--- config.mk ---
export PLATFORM = sky130hd
export DESIGN_NAME = hbi_top
export DESIGN_NICKNAME = d
export VERILOG_FILES = /design/src/rtl/hbi_pkg.sv /design/src/rtl/hbi_top.sv
export SDC_FILE = /design/constraint.sdc
export NUM_CORES = 1
export LEC_CHECK = 0
export ABC_AREA = 0
export BUFFER_PORTS_ARGS = -buffer_cell sky130_fd_sc_hd__buf_2
export CORE_ASPECT_RATIO = 1.75
export CORE_MARGIN = 5
export CORE_UTILIZATION = 45
export DETAILED_ROUTE_END_ITERATION = 10
export GPL_ROUTABILITY_DRIVEN = 1
export GPL_TIMING_DRIVEN = 0
export PLACE_DENSITY = 0.74
export SYNTH_ARGS = -nofsm -noshare
export SYNTH_HDL_FRONTEND = slang
export SYNTH_SLANG_ARGS = --single-unit
--- constraint.sdc ---
create_clock -name clk -period 8.3 [get_ports clk]
set_clock_uncertainty 0.05 [all_clocks]
set_input_delay 0.415 -clock clk [delete_from_list [all_inputs] [get_ports clk]]
set_output_delay 0.415 -clock clk [all_outputs]
set_load 0.05 [all_outputs]
--- src/rtl/hbi_pkg.sv ---
// hbi_pkg: constants and carrier types of the host bus interface block
//
// Summary of operation
// - only ten of twenty-four address lines are decoded, card within 000..3FF
// - board enable needs address bits 5..9 matching the base and an active read or write strobe
// - address bits 0..4 form the register select toward board units
// - address latched at cycle start, held for the decoder all cycle
// - data buffers drive the bus on reads, receive on writes
// - each transfer is 8 or 16 bits, strobes derived from bus timing
// - board reports access, ready for next transfer and transfer width
// - only enabled interrupt requests reach the chosen request line
// - interrupt outputs are three-state so the line can be shared
// - interrupt routed to at most one of eleven request lines, none for a select above 10
// - interrupt when at least one result waits in the converter FIFO
// - separate interrupt when the converter FIFO reaches half full
// - interrupt when acquisition ends, also on overflow or overrun
// - interrupt on terminal count pulse from the DMA controller
// - interrupt on falling edge of the converter update signal
// - each of five sources has its own enable and its own clear
// - with DMA on, request on available result and on converter update
// - DMA transfers are 16-bit on channel 5, 6 or 7
// - single-channel or dual-channel DMA mode is configurable
// - converter FIFO counted as 256 words; half full judged on that depth
// - overflow flagged when results beyond 256 arrive unread
`default_nettype none

package hbi_pkg;

  // ****************************************
  // timing
  // ****************************************
  localparam int unsigned CLK_MHZ  = 25;
  localparam int unsigned WAIT_NS  = 120; // least not-ready time per cycle
  localparam int unsigned WAIT_CYC = (WAIT_NS * CLK_MHZ + 999) / 1000;

  // ****************************************
  // apb register map
  // ****************************************
  localparam logic [7:0] OFS_CTRL     = 8'h00;
  localparam logic [7:0] OFS_STAT     = 8'h04;
  localparam int unsigned STAT_OVF    = 5;
  localparam int unsigned STAT_CNT_LSB = 8;
  localparam logic [4:0] FIFO_SEL     = 5'h00; // select of fifo data port
  localparam int unsigned NUM_SRC     = 5;
  localparam int unsigned NUM_IRQ     = 11;
  localparam int unsigned NUM_DMA     = 3;

  // interrupt source positions
  localparam int unsigned SRC_AVAIL = 0;
  localparam int unsigned SRC_HALF  = 1;
  localparam int unsigned SRC_DONE  = 2;
  localparam int unsigned SRC_TC    = 3;
  localparam int unsigned SRC_DAC   = 4;

  // control word, bit 0 is the lsb of irq_en
  typedef struct packed {
    logic [4:0] base;     // address bits 9..5 of the card
    logic [3:0] irq_line; // 0..10 = request lines 3-7, 9-12, 14, 15
    logic [1:0] dac_ch;   // 0..2 = dma channel 5..7, dual mode
    logic [1:0] adc_ch;   // 0..2 = dma channel 5..7
    logic       dual;
    logic       dma_en;
    logic [4:0] irq_en;
  } hbi_ctrl_s;

  localparam hbi_ctrl_s CTRL_RST = '0;

  // synchronised host pins
  typedef struct packed {
    logic        bale;
    logic        ior_n;
    logic        iow_n;
    logic        sbhe_n;
    logic        tc;
    logic [2:0]  dack_n;
    logic [9:0]  sa;
    logic [15:0] sd;
  } hbi_pins_s;

  // idle pin levels, so no false strobe or ack follows reset
  localparam hbi_pins_s PINS_RST = '{bale: 1'b0, ior_n: 1'b1, iow_n: 1'b1,
    sbhe_n: 1'b1, tc: 1'b0, dack_n: 3'h7, sa: 10'h000, sd: 16'h0000};

  // strobe bundle toward board units
  typedef struct packed {
    logic [4:0]  sel;
    logic        rd;
    logic        wr;
    logic        wide;
    logic [15:0] wdata;
  } hbi_unit_s;

endpackage : hbi_pkg

`default_nettype wire

--- src/rtl/hbi_top.sv ---
// hbi_top: host bus interface with interrupt routing and dma requests
`default_nettype none

module hbi_top #(
  parameter int unsigned FIFO_DEPTH = 256
) (
  input  wire logic            clk,
  input  wire logic            reset,
  input  wire logic            psel,
  input  wire logic            penable,
  input  wire logic            pwrite,
  input  wire logic [7:0]      paddr,
  input  wire logic [31:0]     pwdata,
  output logic [31:0]          prdata,
  output logic                 pready,
  output logic                 pslverr,
  input  wire logic [23:0]     sa,
  input  wire logic            bale,
  input  wire logic            ior_n,
  input  wire logic            iow_n,
  input  wire logic            sbhe_n,
  input  wire logic [15:0]     sd_in,
  output logic [15:0]          sd_out,
  output logic                 sd_oe,
  output logic                 board_sel,
  output logic                 io16_oe,
  output logic                 rdy_oe,
  output logic [10:0]          irq_o,
  output logic [10:0]          irq_oe,
  output logic [2:0]           drq,
  input  wire logic [2:0]      dack_n,
  input  wire logic            tc,
  output hbi_pkg::hbi_unit_s   unit,
  input  wire logic [15:0]     unit_rdata,
  input  wire logic            adc_push,
  input  wire logic            acq_done,
  input  wire logic            acq_err,
  input  wire logic            dac_upd_n
);
  import hbi_pkg::*;

  localparam int unsigned CW = $clog2(FIFO_DEPTH + 1);

  // ****************************************
  // elaboration checks
  // ****************************************
  if (FIFO_DEPTH < 2 || FIFO_DEPTH > 4096)
    $error("fifo depth out of range");
  if (WAIT_CYC < 1 || WAIT_CYC > 15)
    $error("wait count does not fit");

  // ****************************************
  // state
  // ****************************************
  typedef struct packed {
    hbi_pins_s   p1;
    hbi_pins_s   p2;
    logic [2:0]  dk_d;
    logic        tc_d;
    logic        rd_d;
    logic        wr_d;
    logic        dac_d;
    logic [9:0]  addr;
    logic [3:0]  wcnt;
    hbi_ctrl_s   ctrl;
    logic [4:0]  flags;
    logic        ovf;
    logic [CW-1:0] cnt;
    logic        dac_pend;
    hbi_unit_s   unit;
    logic        board_sel;
    logic        sd_oe;
    logic [15:0] sd_out;
    logic        io16_oe;
    logic        rdy_oe;
    logic [10:0] irq_o;
    logic [10:0] irq_oe;
    logic [2:0]  drq;
    logic [31:0] prdata;
    logic        pready;
    logic        pslverr;
  } hbi_state_s;

  hbi_state_s st_reg;
  hbi_state_s st_next;
  hbi_pins_s  pin;
  hbi_pins_s  pin_in;

  logic            hit;
  logic            rd_act;
  logic            wr_act;
  logic            rd_start;
  logic            wr_start;
  logic            wide;
  logic            fifo_rd;
  logic            adc_ack;
  logic            dac_ack;
  logic            pop;
  logic            avail;
  logic            half;
  logic            ovf_ev;
  logic            dac_fall;
  logic            irq_req;
  logic [1:0]      dch;
  logic [2:0]      ack;
  logic [4:0]      src;
  logic            apb_acc;
  logic            apb_done;
  logic            mapped;

  // ****************************************
  // host pins, two stages before use
  // ****************************************
  assign pin_in = '{bale: bale, ior_n: ior_n, iow_n: iow_n,
                    sbhe_n: sbhe_n, tc: tc, dack_n: dack_n,
                    sa: sa[9:0], sd: sd_in};  // upper lines ignored
  assign pin = st_reg.p2;

  // ****************************************
  // decode and cycle detection
  // ****************************************
  assign hit      = st_reg.addr[9:5] == st_reg.ctrl.base;
  assign rd_act   = hit && !pin.ior_n;
  assign wr_act   = hit && !pin.iow_n;
  assign rd_start = rd_act && !st_reg.rd_d;
  assign wr_start = wr_act && !st_reg.wr_d;
  assign wide     = !pin.sbhe_n && !st_reg.addr[0];
  assign fifo_rd  = rd_start && st_reg.addr[4:0] == FIFO_SEL;

  // ****************************************
  // fifo occupancy and event sources
  // ****************************************
  assign avail    = st_reg.cnt != '0;
  assign half     = st_reg.cnt >= CW'(FIFO_DEPTH / 2);
  assign dch      = st_reg.ctrl.dual ? st_reg.ctrl.dac_ch
                                     : st_reg.ctrl.adc_ch;
  assign dac_fall = st_reg.dac_d && !dac_upd_n;
  assign ovf_ev   = adc_push && !pop && st_reg.cnt == CW'(FIFO_DEPTH);

  // dack falling edges per channel
  always_comb begin
    for (int i = 0; i < NUM_DMA; i++) begin
      ack[i] = st_reg.dk_d[i] && !pin.dack_n[i];
    end
  end

  // adc data wins a shared channel in single mode
  assign adc_ack = st_reg.ctrl.dma_en && avail &&
                   st_reg.ctrl.adc_ch != 2'h3 && ack[st_reg.ctrl.adc_ch];
  assign dac_ack = st_reg.dac_pend && dch != 2'h3 && ack[dch] &&
                   !(adc_ack && dch == st_reg.ctrl.adc_ch);
  assign pop     = (fifo_rd || adc_ack) && avail;

  assign src[SRC_AVAIL] = avail;
  assign src[SRC_HALF]  = half;
  assign src[SRC_DONE]  = acq_done || acq_err || ovf_ev;
  assign src[SRC_TC]    = pin.tc && !st_reg.tc_d;
  assign src[SRC_DAC]   = dac_fall;

  assign irq_req = |(st_reg.flags & st_reg.ctrl.irq_en);

  // ****************************************
  // apb decode
  // ****************************************
  assign apb_acc  = psel && penable && !st_reg.pready;
  assign apb_done = psel && penable && st_reg.pready;
  assign mapped   = paddr == OFS_CTRL || paddr == OFS_STAT;

  // ****************************************
  // next state
  // ****************************************
  always_comb begin
    st_next = st_reg;
    // synchronisers and edge history
    st_next.p1    = pin_in;
    st_next.p2    = st_reg.p1;
    st_next.dk_d  = pin.dack_n;
    st_next.tc_d  = pin.tc;
    st_next.rd_d  = rd_act;
    st_next.wr_d  = wr_act;
    st_next.dac_d = dac_upd_n;

    // address latch open while bale is high
    if (pin.bale) begin
      st_next.addr = pin.sa;
    end

    // unit strobes, one cycle each
    st_next.unit.sel  = st_reg.addr[4:0];
    st_next.unit.wide = wide;
    st_next.unit.rd   = rd_start;
    st_next.unit.wr   = st_reg.wr_d && !wr_act;
    if (wr_act) begin
      st_next.unit.wdata = pin.sd;
    end

    // bus answer signals
    st_next.board_sel = rd_act || wr_act;
    st_next.io16_oe   = hit && wide;
    st_next.sd_oe     = rd_act;
    st_next.sd_out    = rd_act ? unit_rdata : 16'h0000;

    // not-ready window at the start of each cycle
    if (rd_start || wr_start) begin
      st_next.wcnt = 4'(WAIT_CYC);
    end else if (st_reg.wcnt != 4'h0) begin
      st_next.wcnt = st_reg.wcnt - 4'h1;
    end
    st_next.rdy_oe = st_next.wcnt != 4'h0;

    // occupancy counter, overflow keeps the count
    if (adc_push && !pop && !ovf_ev) begin
      st_next.cnt = st_reg.cnt + CW'(1);
    end else if (pop && !adc_push) begin
      st_next.cnt = st_reg.cnt - CW'(1);
    end

    // sticky flags, software clear loses to a new event
    if (apb_done && pwrite && paddr == OFS_STAT) begin
      st_next.flags = st_reg.flags & ~pwdata[4:0];
      st_next.ovf   = st_reg.ovf & ~pwdata[STAT_OVF];
    end
    st_next.flags = st_next.flags | src;
    st_next.ovf   = st_next.ovf | ovf_ev;

    // converter update request
    st_next.dac_pend = (st_reg.dac_pend && !dac_ack) ||
                       (dac_fall && st_reg.ctrl.dma_en);

    // dma requests per channel
    for (int i = 0; i < NUM_DMA; i++) begin
      st_next.drq[i] = (st_reg.ctrl.dma_en && avail &&
                        st_reg.ctrl.adc_ch == 2'(i)) ||
                       (st_reg.dac_pend && dch == 2'(i));
    end

    // interrupt routing, one line driven at most
    for (int i = 0; i < NUM_IRQ; i++) begin
      st_next.irq_o[i]  = irq_req;
      st_next.irq_oe[i] = st_reg.ctrl.irq_line == 4'(i) &&
                          st_reg.ctrl.irq_en != 5'h00;
    end

    // apb slave, answer one cycle into the access phase
    st_next.pready  = apb_acc;
    st_next.pslverr = apb_acc && !mapped;
    if (apb_acc) begin
      case (paddr)
        OFS_CTRL: st_next.prdata = 32'(st_reg.ctrl);
        OFS_STAT: st_next.prdata = (32'(st_reg.cnt) << STAT_CNT_LSB) |
                                   (32'(st_reg.ovf) << STAT_OVF) |
                                   32'(st_reg.flags);
        default:  st_next.prdata = 32'h0000_0000;
      endcase
    end
    if (apb_done && pwrite && paddr == OFS_CTRL) begin
      st_next.ctrl = hbi_ctrl_s'(pwdata[$bits(hbi_ctrl_s)-1:0]);
    end
  end

  // state register
  always_ff @(posedge clk or posedge reset) begin
    if (reset) begin
      st_reg <= '{p1: PINS_RST, p2: PINS_RST, dk_d: PINS_RST.dack_n,
                  dac_d: 1'b1, ctrl: CTRL_RST, default: '0};
    end else begin
      st_reg <= st_next;
    end
  end

  // ****************************************
  // outputs
  // ****************************************
  assign prdata    = st_reg.prdata;
  assign pready    = st_reg.pready;
  assign pslverr   = st_reg.pslverr;
  assign sd_out    = st_reg.sd_out;
  assign sd_oe     = st_reg.sd_oe;
  assign board_sel = st_reg.board_sel;
  assign io16_oe   = st_reg.io16_oe;
  assign rdy_oe    = st_reg.rdy_oe;
  assign irq_o     = st_reg.irq_o;
  assign irq_oe    = st_reg.irq_oe;
  assign drq       = st_reg.drq;
  assign unit      = st_reg.unit;
endmodule : hbi_top

`default_nettype wire

==> qor.tcl <==
set qor(critPathRequiredTime_ns) 8.62
set qor(cts.htree.levels) 1
set qor(p_per_area_nw_per_um2) 248.0
set qor(run_status) {finished clean}
set qor(cts_made_buffers) 19
set qor(worst_pin_slew_ns) 0.6541
set qor(total_internal_power_w) 0.001826
set qor(crit_path_cell_chain) {or4_1 > or3_4 > nand4_4 > nor3b_4 > inv_1 > ha_1 > and3_1 > a221o_1 > nor4_1 > nor3_1 > xor2_1 > mux2_4}
set qor(grt_start_max_net_pins) 114
set qor(cap_viol_max_count) 0
set qor(synth_top_area_cell) {sky130_fd_sc_hd__dfrtp_1}
set qor(cts_tree) {built}
set qor(detailedRoute.firstPassIterationCount) 4
set qor(antenna_fix_cells) 0
set qor(ys_seq_area_share_pct) 63.35
set qor(clock_path_buffers) 3
set qor(slew_headroom_pct) 56.39
set qor(clock_latency_ns) 0.48
set qor(ir_drop_mv) 0.2628
set qor(yosys.cell_types.count) 55
set qor(clock_power_share_pct) 32.2
set qor(drt.antenna.violating_nets) 0
set qor(seq_power_share_pct) 45.5
set qor(placedInstanceArea_sq_um) 9384
set qor(die_height_um) 187.8
set qor(routed_vias) 5220
set qor(design.core.area_sq_um) 17890
set qor(start_kind) {flip-flop}
set qor(yosys_warnings) 0
set qor(place.gp.congestion) 0.8584
set qor(slew_viol_final) 0
set qor(cts_sinks) 205
set qor(synth-edff-count) 0
set qor(max_reg_flops) 51
set qor(hold_buffers) 35
set qor(postSynth.topFlopCell) {sky130_fd_sc_hd__dfrtp_1}
set qor(boundaryPins) 216
set qor(syn_to_final_growth_pct) 27.03
set qor(timing_hold_violations_final) 0
set qor(layout.nets) 991
set qor(ys_ff_latch) 205
set qor(initial_antenna_violation_count) 0
set qor(design_area_sq_um) 10330
set qor(clock_slew_at_the_register_clock_pins_of_the_worst_setup_and_hold_paths_ns) 0.07
set qor(slowest_delay_ns) 0.63
set qor(timing.final.setup_violations) 0
set qor(mostFrequentLayoutCells) {sky130_fd_sc_hd__dfrtp_1 (189), sky130_fd_sc_hd__buf_2 (184), sky130_fd_sc_hd__buf_4 (97), sky130_fd_sc_hd__mux2_2 (47), sky130_fd_sc_hd__nand2_1 (42)}
set qor(r2r_slack_ns) 4.30
set qor(syn_area_sq_um) 8129
set qor(cts_root_buffer) {sky130_fd_sc_hd__clkbuf_16}
set qor(cp_data_arrival_time_ns) 4.32
set qor(final_common_cell) {sky130_fd_sc_hd__dfrtp_1}
set qor(wl_um) 16740
set qor(post-route-drc-count) 0
set qor(tightest_hold_check_type) {primary input to flip-flop}
set qor(global_route.usage.total_pct) 16.39
set qor(achievable-frequency_mhz) 250.0
set qor(die-width_um) 111.6
set qor(syn-instance-count) 622
set qor(layout-drive-gt1-share_pct) 43.86
set qor(share_of_the_synthesized_area_in_the_top_cell_type_pct) 58.18
set qor(detail_route.wl_per_cell_um) 15.02
set qor(crit_path_max_fanout) 8
set qor(dpl_wire_length_um) 12200
set qor(via_to_cell_ratio) 4.686
set qor(grt_setup_unrepaired) {no}
set qor(fill_cells) 1509
set qor(count_of_input_and_output_buffers) 177
set qor(path_buf_inv) 1
set qor(static-leakage-power_nw) 5.242
set qor(postSynthAreaPerCell_sq_um) 13.07
set qor(critical_path.endpoint_type) {flip-flop}
set qor(fin_setup_tns_ns) 0
set qor(post-cts-setup-buffers) 0
set qor(rows) 65
set qor(grt_pass1_vias) 5625
set qor(floorplan.die_area_sq_um) 20960
set qor(drt_iter0_drc) 129
set qor(cp_top_family) {simple AND/OR/NAND/NOR gates}
set qor(power_switching_share_pct) 28.70
set qor(synth.top_cells.by_area) {sky130_fd_sc_hd__dfrtp_1 (58%), sky130_fd_sc_hd__buf_4 (9.0%), sky130_fd_sc_hd__mux2_2 (6.5%)}
set qor(share_comb_of_total_power_pct) 22.3
set qor(cts_resized) 0
set qor(grt.overflow.total) 0
set qor(switching_power_w) 0.0007350
set qor(fin_crit_ns) 4.000
set qor(final.period_utilization_pct) 48.19
set qor(timing.setup.critical_path_class) {flip-flop to flip-flop}
set qor(global_route_wire_length_before_repair_um) 28050
set qor(initial_utilization_pct) 45.43
set qor(critical-path-slowest-cell) {sky130_fd_sc_hd__or4_1}
set qor(async_flop_share_pct) 100.0
==> final timing paths <==
check                                   from     endpoint  cells past startpoint
worst min-delay path                 acq_err  st_reg[116]                      2
max in group asynchronous              reset      pin[30]                      4
worst min register to register  st_next[178]      pin[18]                      0
worst max register to register   st_reg[106]  st_reg[111]                     12
min in group asynchronous              reset   sd_out[10]                      3
worst max-delay path             st_reg[106]  st_reg[111]                     12
==> stage by stage <==
step	util [%]	power (W)	hold WS, ns	std cells	setup slack, ns
CTS	57.66	0.002591	0.0002129	1113	4.249
finish	57.71	0.002561	0.07627	1114	4.300
floorplan	-	0.001619	0.2812	633	2.266
global route	57.71	0.002697	0.06714	1114	4.094
detailed placement	52.45	0.001743	0.2847	1045	4.259
global placement	52.25	0.001725	0.2816	1044	0.3205
==> power groups by stage <==
stage | Sequential, W | Clock [W] | Combinational [W]
6_report | 0.00116 | 0.000824 | 0.000571
3_5_place_dp | 0.00118 | 0 | 0.000560
5_1_grt | 0.00118 | 0.000891 | 0.000629
4_1_cts | 0.00117 | 0.000849 | 0.000577
2_1_floorplan | 0.00117 | 0 | 0.000452
3_3_place_gp | 0.00118 | 0 | 0.000546
==> metal layers <==
metal,GRT usage (%),wire length [um],up-vias,share of wire (%)
met5,0,0,-,0
met2,30.40,9203,195,55
li1,-,-,2482,-
met4,6.885,673,0,4.0
met1,17.55,5675,2500,34
met3,3.972,1183,43,7.1
==> cell families (layout without fill, tap and decap cells) <==
logic type / after synthesis / in the layout / synth area share, %
xor+xnor: 15 / 15 / 1.616
mux: 58 / 58 / 8.235
simple gates: 146 / 146 / 9.512
buf+inv: 125 / 372 / 10.45
flops: 205 / 205 / 63.35
fa+ha+maj: 10 / 10 / 1.632
compound gates: 62 / 62 / 5.156
other cells: 1 / 12 / 0.04613
==> worst reg2reg max path: stages, from the launching register on <==
cell	delay, ns
sky130_fd_sc_hd__dfrtp_1	0.43
sky130_fd_sc_hd__or4_1	0.63
sky130_fd_sc_hd__or3_4	0.47
sky130_fd_sc_hd__nand4_4	0.14
sky130_fd_sc_hd__nor3b_4	0.35
sky130_fd_sc_hd__inv_1	0.24
sky130_fd_sc_hd__ha_1	0.37
sky130_fd_sc_hd__and3_1	0.19
sky130_fd_sc_hd__a221o_1	0.34
sky130_fd_sc_hd__nor4_1	0.17
sky130_fd_sc_hd__nor3_1	0.11
sky130_fd_sc_hd__xor2_1	0.14
sky130_fd_sc_hd__mux2_4	0.27
==> layout make-up <==
class / instances / area (sq um) / area share, %
Inverter: 12 / 52.55 / 0.5089
Tap cell: 234 / 292.8 / 2.835
Multi-Input combinational cell: 303 / 2171 / 21.02
Timing Repair Buffer: 214 / 1274 / 12.33
Sequential cell: 205 / 5150 / 49.87
Buffer: 113 / 804.5 / 7.791
Clock inverter: 4 / 48.80 / 0.4726
Clock buffer: 29 / 533.0 / 5.162
==> cell usage after synthesis (2+ instances only) <==
library cell / n
sky130_fd_sc_hd__nor2_1: 26
sky130_fd_sc_hd__and2_1: 18
sky130_fd_sc_hd__a21o_1: 3
sky130_fd_sc_hd__nor3_1: 14
sky130_fd_sc_hd__nand3_1: 8
sky130_fd_sc_hd__dfstp_2: 16
sky130_fd_sc_hd__o31ai_1: 2
sky130_fd_sc_hd__nand2_1: 42
sky130_fd_sc_hd__inv_1: 12
sky130_fd_sc_hd__dfrtp_1: 189
sky130_fd_sc_hd__ha_1: 9
sky130_fd_sc_hd__xnor2_1: 12
sky130_fd_sc_hd__o32ai_1: 2
sky130_fd_sc_hd__nor2b_1: 3
sky130_fd_sc_hd__clkbuf_1: 8
sky130_fd_sc_hd__or3_1: 4
sky130_fd_sc_hd__o21ai_0: 19
sky130_fd_sc_hd__and3_1: 2
sky130_fd_sc_hd__nand3b_1: 5
sky130_fd_sc_hd__a22oi_1: 17
sky130_fd_sc_hd__buf_4: 97
sky130_fd_sc_hd__mux2_4: 6
sky130_fd_sc_hd__buf_2: 7
sky130_fd_sc_hd__or4_1: 3
sky130_fd_sc_hd__mux2_2: 47
sky130_fd_sc_hd__mux2i_1: 5
sky130_fd_sc_hd__xor2_1: 3
sky130_fd_sc_hd__nor4_1: 4
sky130_fd_sc_hd__nand2b_1: 7
sky130_fd_sc_hd__a21oi_1: 7
No activity file was read; power rests on OpenSTA's default activity.
